--- src/hw/sps_pkg.sv ---
// Constants and types shared by the port power-state controller
package sps_pkg;

  // Power state field encodings of the per-port status/control word
  localparam logic [1:0] SPS_PS_D0    = 2'h0;
  localparam logic [1:0] SPS_PS_D1    = 2'h1;
  localparam logic [1:0] SPS_PS_D2    = 2'h2;
  localparam logic [1:0] SPS_PS_D3HOT = 2'h3;

  // Configuration offsets these bits live at in each port's space
  localparam logic [11:0] SPS_CMD_OFFSET   = 12'h004;
  localparam logic [11:0] SPS_PMCSR_OFFSET = 12'h044;

  // Field positions inside those words
  localparam int SPS_PS_LSB       = 0;
  localparam int SPS_PME_EN_BIT   = 8;
  localparam int SPS_CMD_IO_BIT   = 0;
  localparam int SPS_CMD_MEM_BIT  = 1;
  localparam int SPS_CMD_BM_BIT   = 2;
  localparam int SPS_CMD_W        = 3;

  // Reset values
  localparam logic [1:0] SPS_PS_RESET     = 2'h0;
  localparam logic       SPS_PME_ST_RESET = 1'b0;

  // Timing: core clock and hardware-autonomous idle thresholds
  localparam int SPS_CLK_PERIOD_NS = 20;
  localparam int SPS_L0S_IDLE_NS   = 7000;
  localparam int SPS_L1_IDLE_NS    = 20000;
  localparam int SPS_L0S_IDLE_CYC  =
    (SPS_L0S_IDLE_NS + SPS_CLK_PERIOD_NS - 1) / SPS_CLK_PERIOD_NS;
  localparam int SPS_L1_IDLE_CYC   =
    (SPS_L1_IDLE_NS + SPS_CLK_PERIOD_NS - 1) / SPS_CLK_PERIOD_NS;
  localparam int SPS_IDLE_CNT_W    = 11;

  // Device power states of one port
  typedef enum logic [2:0] {
    SPS_D0_UNINIT,
    SPS_D0_ACTIVE,
    SPS_D1,
    SPS_D2,
    SPS_D3HOT
  } sps_dstate_t;

  // Kinds of request presented for acceptance checking
  typedef enum logic [2:0] {
    SPS_REQ_CFG0,
    SPS_REQ_CFG1,
    SPS_REQ_MEM,
    SPS_REQ_IO,
    SPS_REQ_CPL
  } sps_req_t;

endpackage

--- src/hw/sps_wake_fwd.sv ---
// Auxiliary-powered beacon and wake forwarding for the D3cold state
`timescale 1ns/100ps
module sps_wake_fwd #(
  parameter int NUM_DOWN = 3
) (
  input  wire logic                clock,
  input  wire logic                aux_rst,
  input  wire logic                main_power_good,
  input  wire logic [NUM_DOWN-1:0] beacon_det,
  input  wire logic                wake_n_i,
  output logic                     wake_n_o,
  output logic                     wake_n_oe,
  output logic                     beacon_up,
  output logic                     links_in_l2
);

  // Two-flop synchronisers for every pin input
  logic [NUM_DOWN+1:0] sync1;
  logic [NUM_DOWN+1:0] sync2;
  logic                in_d3cold;
  logic                beacon_any;
  logic                wake_low;

  // Idle pin levels, so aux reset does not fake a D3cold entry
  localparam logic [NUM_DOWN+1:0] SYNC_IDLE = {1'b1, {(NUM_DOWN+1){1'b0}}};

  always_ff @(posedge clock) begin
    if (aux_rst) begin
      sync1 <= SYNC_IDLE;
      sync2 <= SYNC_IDLE;
    end else begin
      sync1 <= {main_power_good, ~wake_n_i, beacon_det};
      sync2 <= sync1;
    end
  end

  assign in_d3cold  = ~sync2[NUM_DOWN+1];
  assign wake_low   = sync2[NUM_DOWN];
  assign beacon_any = |sync2[NUM_DOWN-1:0];
  assign wake_n_o   = 1'b0;

  // Only this domain runs without main power, so the core reset never
  // touches it
  always_ff @(posedge clock) begin
    if (aux_rst) begin
      beacon_up   <= 1'b0;
      wake_n_oe   <= 1'b0;
      links_in_l2 <= 1'b0;
    end else begin
      links_in_l2 <= in_d3cold;
      beacon_up   <= in_d3cold & (beacon_any | wake_low);
      wake_n_oe   <= in_d3cold & beacon_any;
    end
  end
endmodule

--- src/hw/sps_power_ctrl.sv ---
// Per-port device power-state control for a multi-port switch
// Function
// Writing 01/10/11 from D0 moves a port into D1, D2 or D3hot.
// Writing 00 while in D3hot returns the port to D0 uninitialised.
// Fundamental or later reset places every port in D0 uninitialised.
// Any command enable bit set moves a port into D0 active.
// In D1/D2/D3hot type 0 config completes; memory and I/O get UR.
// Type 1 config toward a low-power port ends as UR.
// Completions pass unchanged whatever the port's power state.
// Upstream port in D1 or D2 requests L1 entry on its link.
// Upstream port in D3hot requests L1 entry on its link.
// In D1/D2/D3hot hot plug or link change raises a PME.
// Host sends turn-off; switch forwards it and takes upstream to L2/L3.
// Ready for D3cold only once every link is in L2/L3 Ready.
// Host asserts fundamental reset, then removes clock and power.
// Host stops the reference clock only after fundamental reset.
// Without main power but with aux, settle in D3cold, links in L2.
// In D3cold, downstream beacon from L2 drives beacon upstream.
// In D3cold, wake pin sampled low drives beacon upstream.
// Downstream beacon wake sends beacon upstream and pulls wake low.
// System wires its wake line to the switch's two-way wake pin.
// Host holds fundamental reset 100 ms after power, clocks stable.
// Only reset changes power state without software asking.
// Links enter L0s and L1 autonomously when idle, no software.
// Field encodes 00 D0, 01 D1, 10 D2, 11 D3hot.
// A port raises PME only while its PME enable bit is set.
// Beacon and wake logic sit in the aux domain, immune to core reset.
// During fundamental reset state is held at reset, no link moves.
`timescale 1ns/100ps
module sps_power_ctrl #(
  parameter int NUM_PORTS = 4,
  parameter int PORT_W    = $clog2(NUM_PORTS)
) (
  input  wire logic                              clock,
  input  wire logic                              rst,
  input  wire logic                              aux_rst,
  input  wire logic                              fundamental_reset_n,
  input  wire logic [NUM_PORTS-1:0]              ps_write,
  input  wire logic [2*NUM_PORTS-1:0]            ps_wdata,
  input  wire logic [sps_pkg::SPS_CMD_W*NUM_PORTS-1:0] cmd_enables,
  input  wire logic [NUM_PORTS-1:0]              pme_enable,
  input  wire logic [NUM_PORTS-1:0]              pme_status_clr,
  input  wire logic [NUM_PORTS-1:0]              hot_plug_event,
  input  wire logic [NUM_PORTS-1:0]              link_state_change,
  input  wire logic                              req_valid,
  input  wire logic [PORT_W-1:0]                 req_port,
  input  wire sps_pkg::sps_req_t                 req_kind,
  input  wire logic                              turn_off_rx,
  input  wire logic [NUM_PORTS-1:0]              link_l23_ready,
  input  wire logic [NUM_PORTS-1:0]              aspm_enable,
  input  wire logic [NUM_PORTS-1:0]              link_idle,
  input  wire logic                              main_power_good,
  input  wire logic [NUM_PORTS-2:0]              beacon_det,
  input  wire logic                              wake_n_i,
  output logic [2*NUM_PORTS-1:0]                 ps_field,
  output logic [NUM_PORTS-1:0]                   d0_active,
  output logic [NUM_PORTS-1:0]                   pme_status,
  output logic                                   pme_pulse,
  output logic                                   resp_valid,
  output logic                                   resp_ur,
  output logic                                   resp_forward,
  output logic                                   up_l1_req,
  output logic                                   turn_off_fwd,
  output logic                                   up_l23_req,
  output logic                                   d3cold_ready,
  output logic [NUM_PORTS-1:0]                   aspm_l0s_req,
  output logic [NUM_PORTS-1:0]                   aspm_l1_req,
  output logic                                   wake_n_o,
  output logic                                   wake_n_oe,
  output logic                                   beacon_up,
  output logic                                   links_in_l2
);

  localparam logic [sps_pkg::SPS_IDLE_CNT_W-1:0] L0S_CYC =
    sps_pkg::SPS_IDLE_CNT_W'(sps_pkg::SPS_L0S_IDLE_CYC);
  localparam logic [sps_pkg::SPS_IDLE_CNT_W-1:0] L1_CYC =
    sps_pkg::SPS_IDLE_CNT_W'(sps_pkg::SPS_L1_IDLE_CYC);

  // Field value read back for a given state
  function automatic logic [1:0] ps_of(input sps_pkg::sps_dstate_t st);
    logic [1:0] f;
    f = sps_pkg::SPS_PS_D0;
    unique case (st)
      sps_pkg::SPS_D1:    f = sps_pkg::SPS_PS_D1;
      sps_pkg::SPS_D2:    f = sps_pkg::SPS_PS_D2;
      sps_pkg::SPS_D3HOT: f = sps_pkg::SPS_PS_D3HOT;
      sps_pkg::SPS_D0_UNINIT,
      sps_pkg::SPS_D0_ACTIVE: f = sps_pkg::SPS_PS_D0;
    endcase
    return f;
  endfunction

  // True in D1, D2 and D3hot
  function automatic logic is_low(input sps_pkg::sps_dstate_t st);
    return st == sps_pkg::SPS_D1 || st == sps_pkg::SPS_D2 ||
           st == sps_pkg::SPS_D3HOT;
  endfunction

  sps_pkg::sps_dstate_t dstate [NUM_PORTS];
  logic                 perst_s1;
  logic                 perst_s2;
  logic                 core_rst;
  logic                 turn_off_seen;
  logic [NUM_PORTS-1:0] low_ports;
  logic [NUM_PORTS-1:0] pme_cause;

  // Fundamental reset pin is asynchronous to the core clock
  always_ff @(posedge clock) begin
    if (rst) begin
      perst_s1 <= 1'b0;
      perst_s2 <= 1'b0;
    end else begin
      perst_s1 <= fundamental_reset_n;
      perst_s2 <= perst_s1;
    end
  end

  // Pin reset is folded into the core reset and held while low
  assign core_rst = rst | ~perst_s2;

  genvar i;
  generate
    for (i = 0; i < NUM_PORTS; i++) begin : g_port
      logic [1:0]                        wdata;
      logic [sps_pkg::SPS_CMD_W-1:0]     cmd;
      logic [sps_pkg::SPS_IDLE_CNT_W-1:0] idle_cnt;

      assign wdata = ps_wdata[2*i +: 2];
      assign cmd   = cmd_enables[sps_pkg::SPS_CMD_W*i +: sps_pkg::SPS_CMD_W];

      // Device state: moves only on reset or software action
      always_ff @(posedge clock) begin
        if (core_rst) begin
          dstate[i] <= sps_pkg::SPS_D0_UNINIT;
        end else begin
          unique case (dstate[i])
            sps_pkg::SPS_D0_UNINIT,
            sps_pkg::SPS_D0_ACTIVE: begin
              if (ps_write[i] && wdata == sps_pkg::SPS_PS_D1) begin
                dstate[i] <= sps_pkg::SPS_D1;
              end else if (ps_write[i] && wdata == sps_pkg::SPS_PS_D2) begin
                dstate[i] <= sps_pkg::SPS_D2;
              end else if (ps_write[i] &&
                           wdata == sps_pkg::SPS_PS_D3HOT) begin
                dstate[i] <= sps_pkg::SPS_D3HOT;
              end else if (|cmd) begin
                dstate[i] <= sps_pkg::SPS_D0_ACTIVE;
              end
            end
            sps_pkg::SPS_D1,
            sps_pkg::SPS_D2: begin
              // Back to D0 keeps the port configured
              if (ps_write[i] && wdata == sps_pkg::SPS_PS_D0) begin
                dstate[i] <= sps_pkg::SPS_D0_ACTIVE;
              end
            end
            sps_pkg::SPS_D3HOT: begin
              if (ps_write[i] && wdata == sps_pkg::SPS_PS_D0) begin
                dstate[i] <= sps_pkg::SPS_D0_UNINIT;
              end
            end
          endcase
        end
      end

      // Hardware idle timer; only a D0 port may drop to L0s or L1
      always_ff @(posedge clock) begin
        if (core_rst || !aspm_enable[i] || !link_idle[i] ||
            is_low(dstate[i])) begin
          idle_cnt <= '0;
        end else if (idle_cnt != L1_CYC) begin
          idle_cnt <= idle_cnt + 1'b1;
        end
      end

      assign aspm_l0s_req[i] = idle_cnt >= L0S_CYC;
      assign aspm_l1_req[i]  = idle_cnt == L1_CYC;
      assign ps_field[2*i +: 2] = ps_of(dstate[i]);
      assign d0_active[i]  = dstate[i] == sps_pkg::SPS_D0_ACTIVE;
      assign low_ports[i]  = is_low(dstate[i]);
    end
  endgenerate

  // Events only count for low-power ports with PME enabled
  assign pme_cause = (hot_plug_event | link_state_change) & low_ports &
                     pme_enable;

  // Sticky PME status; a new event beats a same-cycle clear
  always_ff @(posedge clock) begin
    if (core_rst) begin
      pme_status <= {NUM_PORTS{sps_pkg::SPS_PME_ST_RESET}};
      pme_pulse  <= 1'b0;
    end else begin
      pme_status <= (pme_status & ~pme_status_clr) | pme_cause;
      pme_pulse  <= |pme_cause;
    end
  end

  // Acceptance decision, one cycle after the request
  always_ff @(posedge clock) begin
    if (core_rst) begin
      resp_valid   <= 1'b0;
      resp_ur      <= 1'b0;
      resp_forward <= 1'b0;
    end else begin
      resp_valid   <= req_valid;
      resp_ur      <= 1'b0;
      resp_forward <= req_valid;
      if (req_valid && low_ports[req_port] &&
          (req_kind == sps_pkg::SPS_REQ_MEM ||
           req_kind == sps_pkg::SPS_REQ_IO ||
           req_kind == sps_pkg::SPS_REQ_CFG1)) begin
        resp_ur      <= 1'b1;
        resp_forward <= 1'b0;
      end
    end
  end

  // Upstream link management; held quiet through core reset
  always_ff @(posedge clock) begin
    if (core_rst) begin
      up_l1_req     <= 1'b0;
      turn_off_fwd  <= 1'b0;
      turn_off_seen <= 1'b0;
    end else begin
      up_l1_req     <= low_ports[0] & ~turn_off_seen;
      turn_off_fwd  <= turn_off_rx;
      if (turn_off_rx) begin
        turn_off_seen <= 1'b1;
      end
    end
  end

  assign up_l23_req   = turn_off_seen;
  assign d3cold_ready = turn_off_seen & (&link_l23_ready);

  // Wake path lives on aux reset so core reset cannot silence it
  sps_wake_fwd #(
    .NUM_DOWN (NUM_PORTS - 1)
  ) u_wake (
    .clock           (clock),
    .aux_rst         (aux_rst),
    .main_power_good (main_power_good),
    .beacon_det      (beacon_det),
    .wake_n_i        (wake_n_i),
    .wake_n_o        (wake_n_o),
    .wake_n_oe       (wake_n_oe),
    .beacon_up       (beacon_up),
    .links_in_l2     (links_in_l2)
  );
endmodule

--- config.mk ---
export PLATFORM = sky130hd
export DESIGN_NAME = sps_power_ctrl
export DESIGN_NICKNAME = d
export VERILOG_FILES = /design/src/hw/sps_pkg.sv /design/src/hw/sps_wake_fwd.sv /design/src/hw/sps_power_ctrl.sv
export SDC_FILE = /design/constraint.sdc
export NUM_CORES = 1
export LEC_CHECK = 0
export ABC_AREA = 1
export BUFFER_PORTS_ARGS = -buffer_cell sky130_fd_sc_hd__buf_4
export CAP_MARGIN = 10
export CORE_MARGIN = 2
export CORE_UTILIZATION = 58
export CTS_CLUSTER_SIZE = 12
export DETAILED_ROUTE_END_ITERATION = 16
export GPL_ROUTABILITY_DRIVEN = 0
export PLACE_DENSITY = 0.89
export SYNTH_ARGS = -nofsm -noshare
export SYNTH_HDL_FRONTEND = slang
export SYNTH_HIERARCHICAL = 1
export SYNTH_SLANG_ARGS = --single-unit
--- constraint.sdc ---
create_clock -name clock -period 3 [get_ports clock]
set_input_delay 0.3 -clock clock [delete_from_list [all_inputs] [get_ports clock]]
set_output_delay 0.3 -clock clock [all_outputs]
set_load 0.005 [all_outputs]
==> impl_results.md <==
- CTS Sinks: 82
- Core box area: 7180 um2
- CTS Buf Count: 9
- PwrDens: 405 nW/um2
- Nets: 774
- I/O pin count: 104
- Ant. Diodes: 0
- Largest net degree at the start of global routing: 28
- Post-route clock period utilization: 0.675
- Cells after synthesis: 586
- Root Buffer: clkbuf_8
- Total Wirelength: 9.82 mm
- Hold WC Path Type: primary input to register
- Fin. Hold Viols: 0
- Worst Path Required: 2.70 ns
- Post-synthesis net count: 666
- Peak supply drop: 338 uV
- Worst-Skew Late Latency: 0.36 ns
- Max Clock Skew: 0.0105 ns
- GRT Util Overall: 0.258
- Worst Path Max Fanout: 6
- Hold buffers post-CTS: 0
- # Post-CTS Setup Buffers: 0
- Detailed Routing Iterations Pass 1: 4
- TNS Setup: 0 ns
- Slew Limit Fails: 0
- CTS tree: built
- Post-Syn Area: 4240 um2
- DRC viols: 0
- Width of the die: 89.5 um
- Initial antenna violation count: 0
- Syn avg cell area: 7.23 um2
- Max clock buf depth: 2
- Max Clk Rate: 494 MHz
- Outcome: complete, no violations
- DR vias/cell: 5.15
- Drt wl/cell: 12.3 um
- IO buf count: 102
- Share of cells above drive strength 1: 0.229
- Grt ovf: 0
- Worst r2r path cells: 7
- Most common library cell in the layout ignoring fill and taps: nand2_1
- Final setup viols: 0
- Final HPWL DP: 7.56 mm
- Worst Hold Depth: 2
- Most area-hungry cell type in the Yosys netlist: dfxtp_1
- First-pass GRT wire length: 16.1 mm
- H-tree depth: 3
- Cell leakage power: 0.00232 uW
- Die area: 8010 um2
- Area growth syn-to-layout: 25.1%
- Quantity of gates resized following cts: 0
- Design Power: 2150 uW
- WP data arrival: 1.72 ns
- Post-route ant nets: 0
- YS warnings: 6
- Crit end category: output pin
- Vias: 4,112
- Maxcap violations: 0
- Starting density of the core: 0.591
- Row count: 31
- Tmin final: 2.02 ns
- Clock transition at path regs: 0.09 ns
- Critical path type: register to output pin
- Register area share after synthesis: 0.416
- Most frequent cells in the layout: nand2_1 (108), buf_4 (102), nor2_1 (91), inv_1 (82), dfxtp_1 (70)
- First DRT Iteration DRCs: 263
- Yosys cell types: 37
- Unrepaired setup endpoints after global routing: false
- Area contributors post-synth: dfxtp_1 (33%), nand2_1 (9.6%), edfxtp_1 (8.5%), nor2_1 (8.1%), inv_1 (7.3%)
- Crit start category: register
- Die Y: 89.5 um
- Yosys top cell area share: 0.331
- #FFs+latches synth: 82
- Vias in the first global route: 3,840
cell usage after synthesis:
library cell / n
nor4_1: 1
inv_1: 82
nor3_2: 6
nor3b_1: 3
nand4_1: 11
a31oi_1: 1
dfxtp_1: 70
a21boi_0: 2
nor3_1: 11
a21oi_2: 1
clkinv_1: 2
nand2_1: 108
a21oi_1: 30
buf_4: 1
xor2_1: 9
nor3_4: 1
nand2_4: 1
nand3_1: 44
buf_6: 1
or2_1: 2
nand3_2: 5
or2_0: 1
nand3b_1: 1
inv_2: 11
o21ai_1: 4
edfxtp_1: 12
nand2_2: 7
xnor2_1: 5
conb_1: 1
nor2_4: 4
o21ai_0: 28
nor2_1: 91
o21a_1: 3
o211ai_1: 5
nor2_2: 6
ha_1: 12
buf_2: 3
report_power, final:
group | switching, uW | internal [uW] | leakage [uW]
combinational | 83.5 | 92.7 | 0.00150
sequential | 8.65 | 1130 | 0.000711
clock | 437 | 400 | 0.000107
total | 529 | 1620 | 0.00232
metrics by stage:
step / setup slack, ns / instance area [um2] / utilization / cells / hold WS [ns]
after CTS: 0.974 / 5300 / 0.739 / 798 / 0.0746
after global placement: 1.37 / 5090 / 0.710 / 782 / 0.389
after detailed placement: 1.31 / 5090 / 0.710 / 782 / 0.394
after floorplan: 1.63 / 4240 / - / 586 / 0.371
after global routing: 0.827 / 5300 / 0.739 / 798 / 0.0646
final: 0.976 / 5300 / 0.739 / 798 / 0.0858
worst max-delay path, cell delays in order, from the launching register on:
cell,delay [ns]
dfxtp_1,0.43
inv_1,0.10
ha_1,0.22
o21a_1,0.18
a21boi_0,0.18
o211ai_1,0.12
buf_4,0.15
metal layers:
| metal | up-vias | track usage | share of wire |
|---|---|---|---|
| li1 | 2089 | - | - |
| met3 | 11 | 0.0683 | 0.073 |
| met4 | 0 | 0.0841 | 0.013 |
| met1 | 1866 | 0.305 | 0.42 |
| met5 | - | 0 | 0 |
| met2 | 146 | 0.455 | 0.50 |
worst paths after layout:
check	from	slack, ns	end
min	wake_n_i	0.09	u_wake/sync1[3]
max	g_port[0].idle_cnt[0]	0.98	aspm_l0s_req[0]
max reg2reg	dstate[1][2]	1.38	dstate[1][0]
min reg2reg	u_wake/sync1[0]	0.41	u_wake/sync2[0]
cell type report:
| class | instances | area (um2) |
|---|---|---|
| multi-input cells | 404 | 2090 |
| fillers | 545 | 1870 |
| flip-flops and latches | 82 | 1760 |
| repair buffers | 102 | 766 |
| inverters | 95 | 357 |
| clock buffers | 9 | 124 |
| well taps | 99 | 124 |
| clock inverters | 7 | 82.6 |
flip-flops by register name (all words and copies together) (netlist names):
signal              count
g_port.idle_cnt        44
u_wake/beacon_up        1
u_wake/sync2            5
perst_s2                1
perst_s1                1
pme_status              4
resp_ur                 1
resp_valid              1
u_wake/sync1            5
pme_pulse               1
up_l1_req               1
up_l23_req              1
u_wake/wake_n_oe        1
u_wake/links_in_l2      1
dstate                 12
resp_forward            1
turn_off_fwd            1
cell families (layout without fill, tap and decap cells):
family                     count (synthesis)  count (layout)  synth area share
and+or+nand+nor                          303             303             0.333
DFF                                       82              82             0.416
xor gates and xnor gates                  14              14            0.0289
AOI/OAI and AO/OA                         74              74            0.0945
adders and majority gates                 12              12            0.0354
other                                      1               1          0.000885
buffers and inverters                    100             213            0.0921
(Power assumes the default switching activity.)
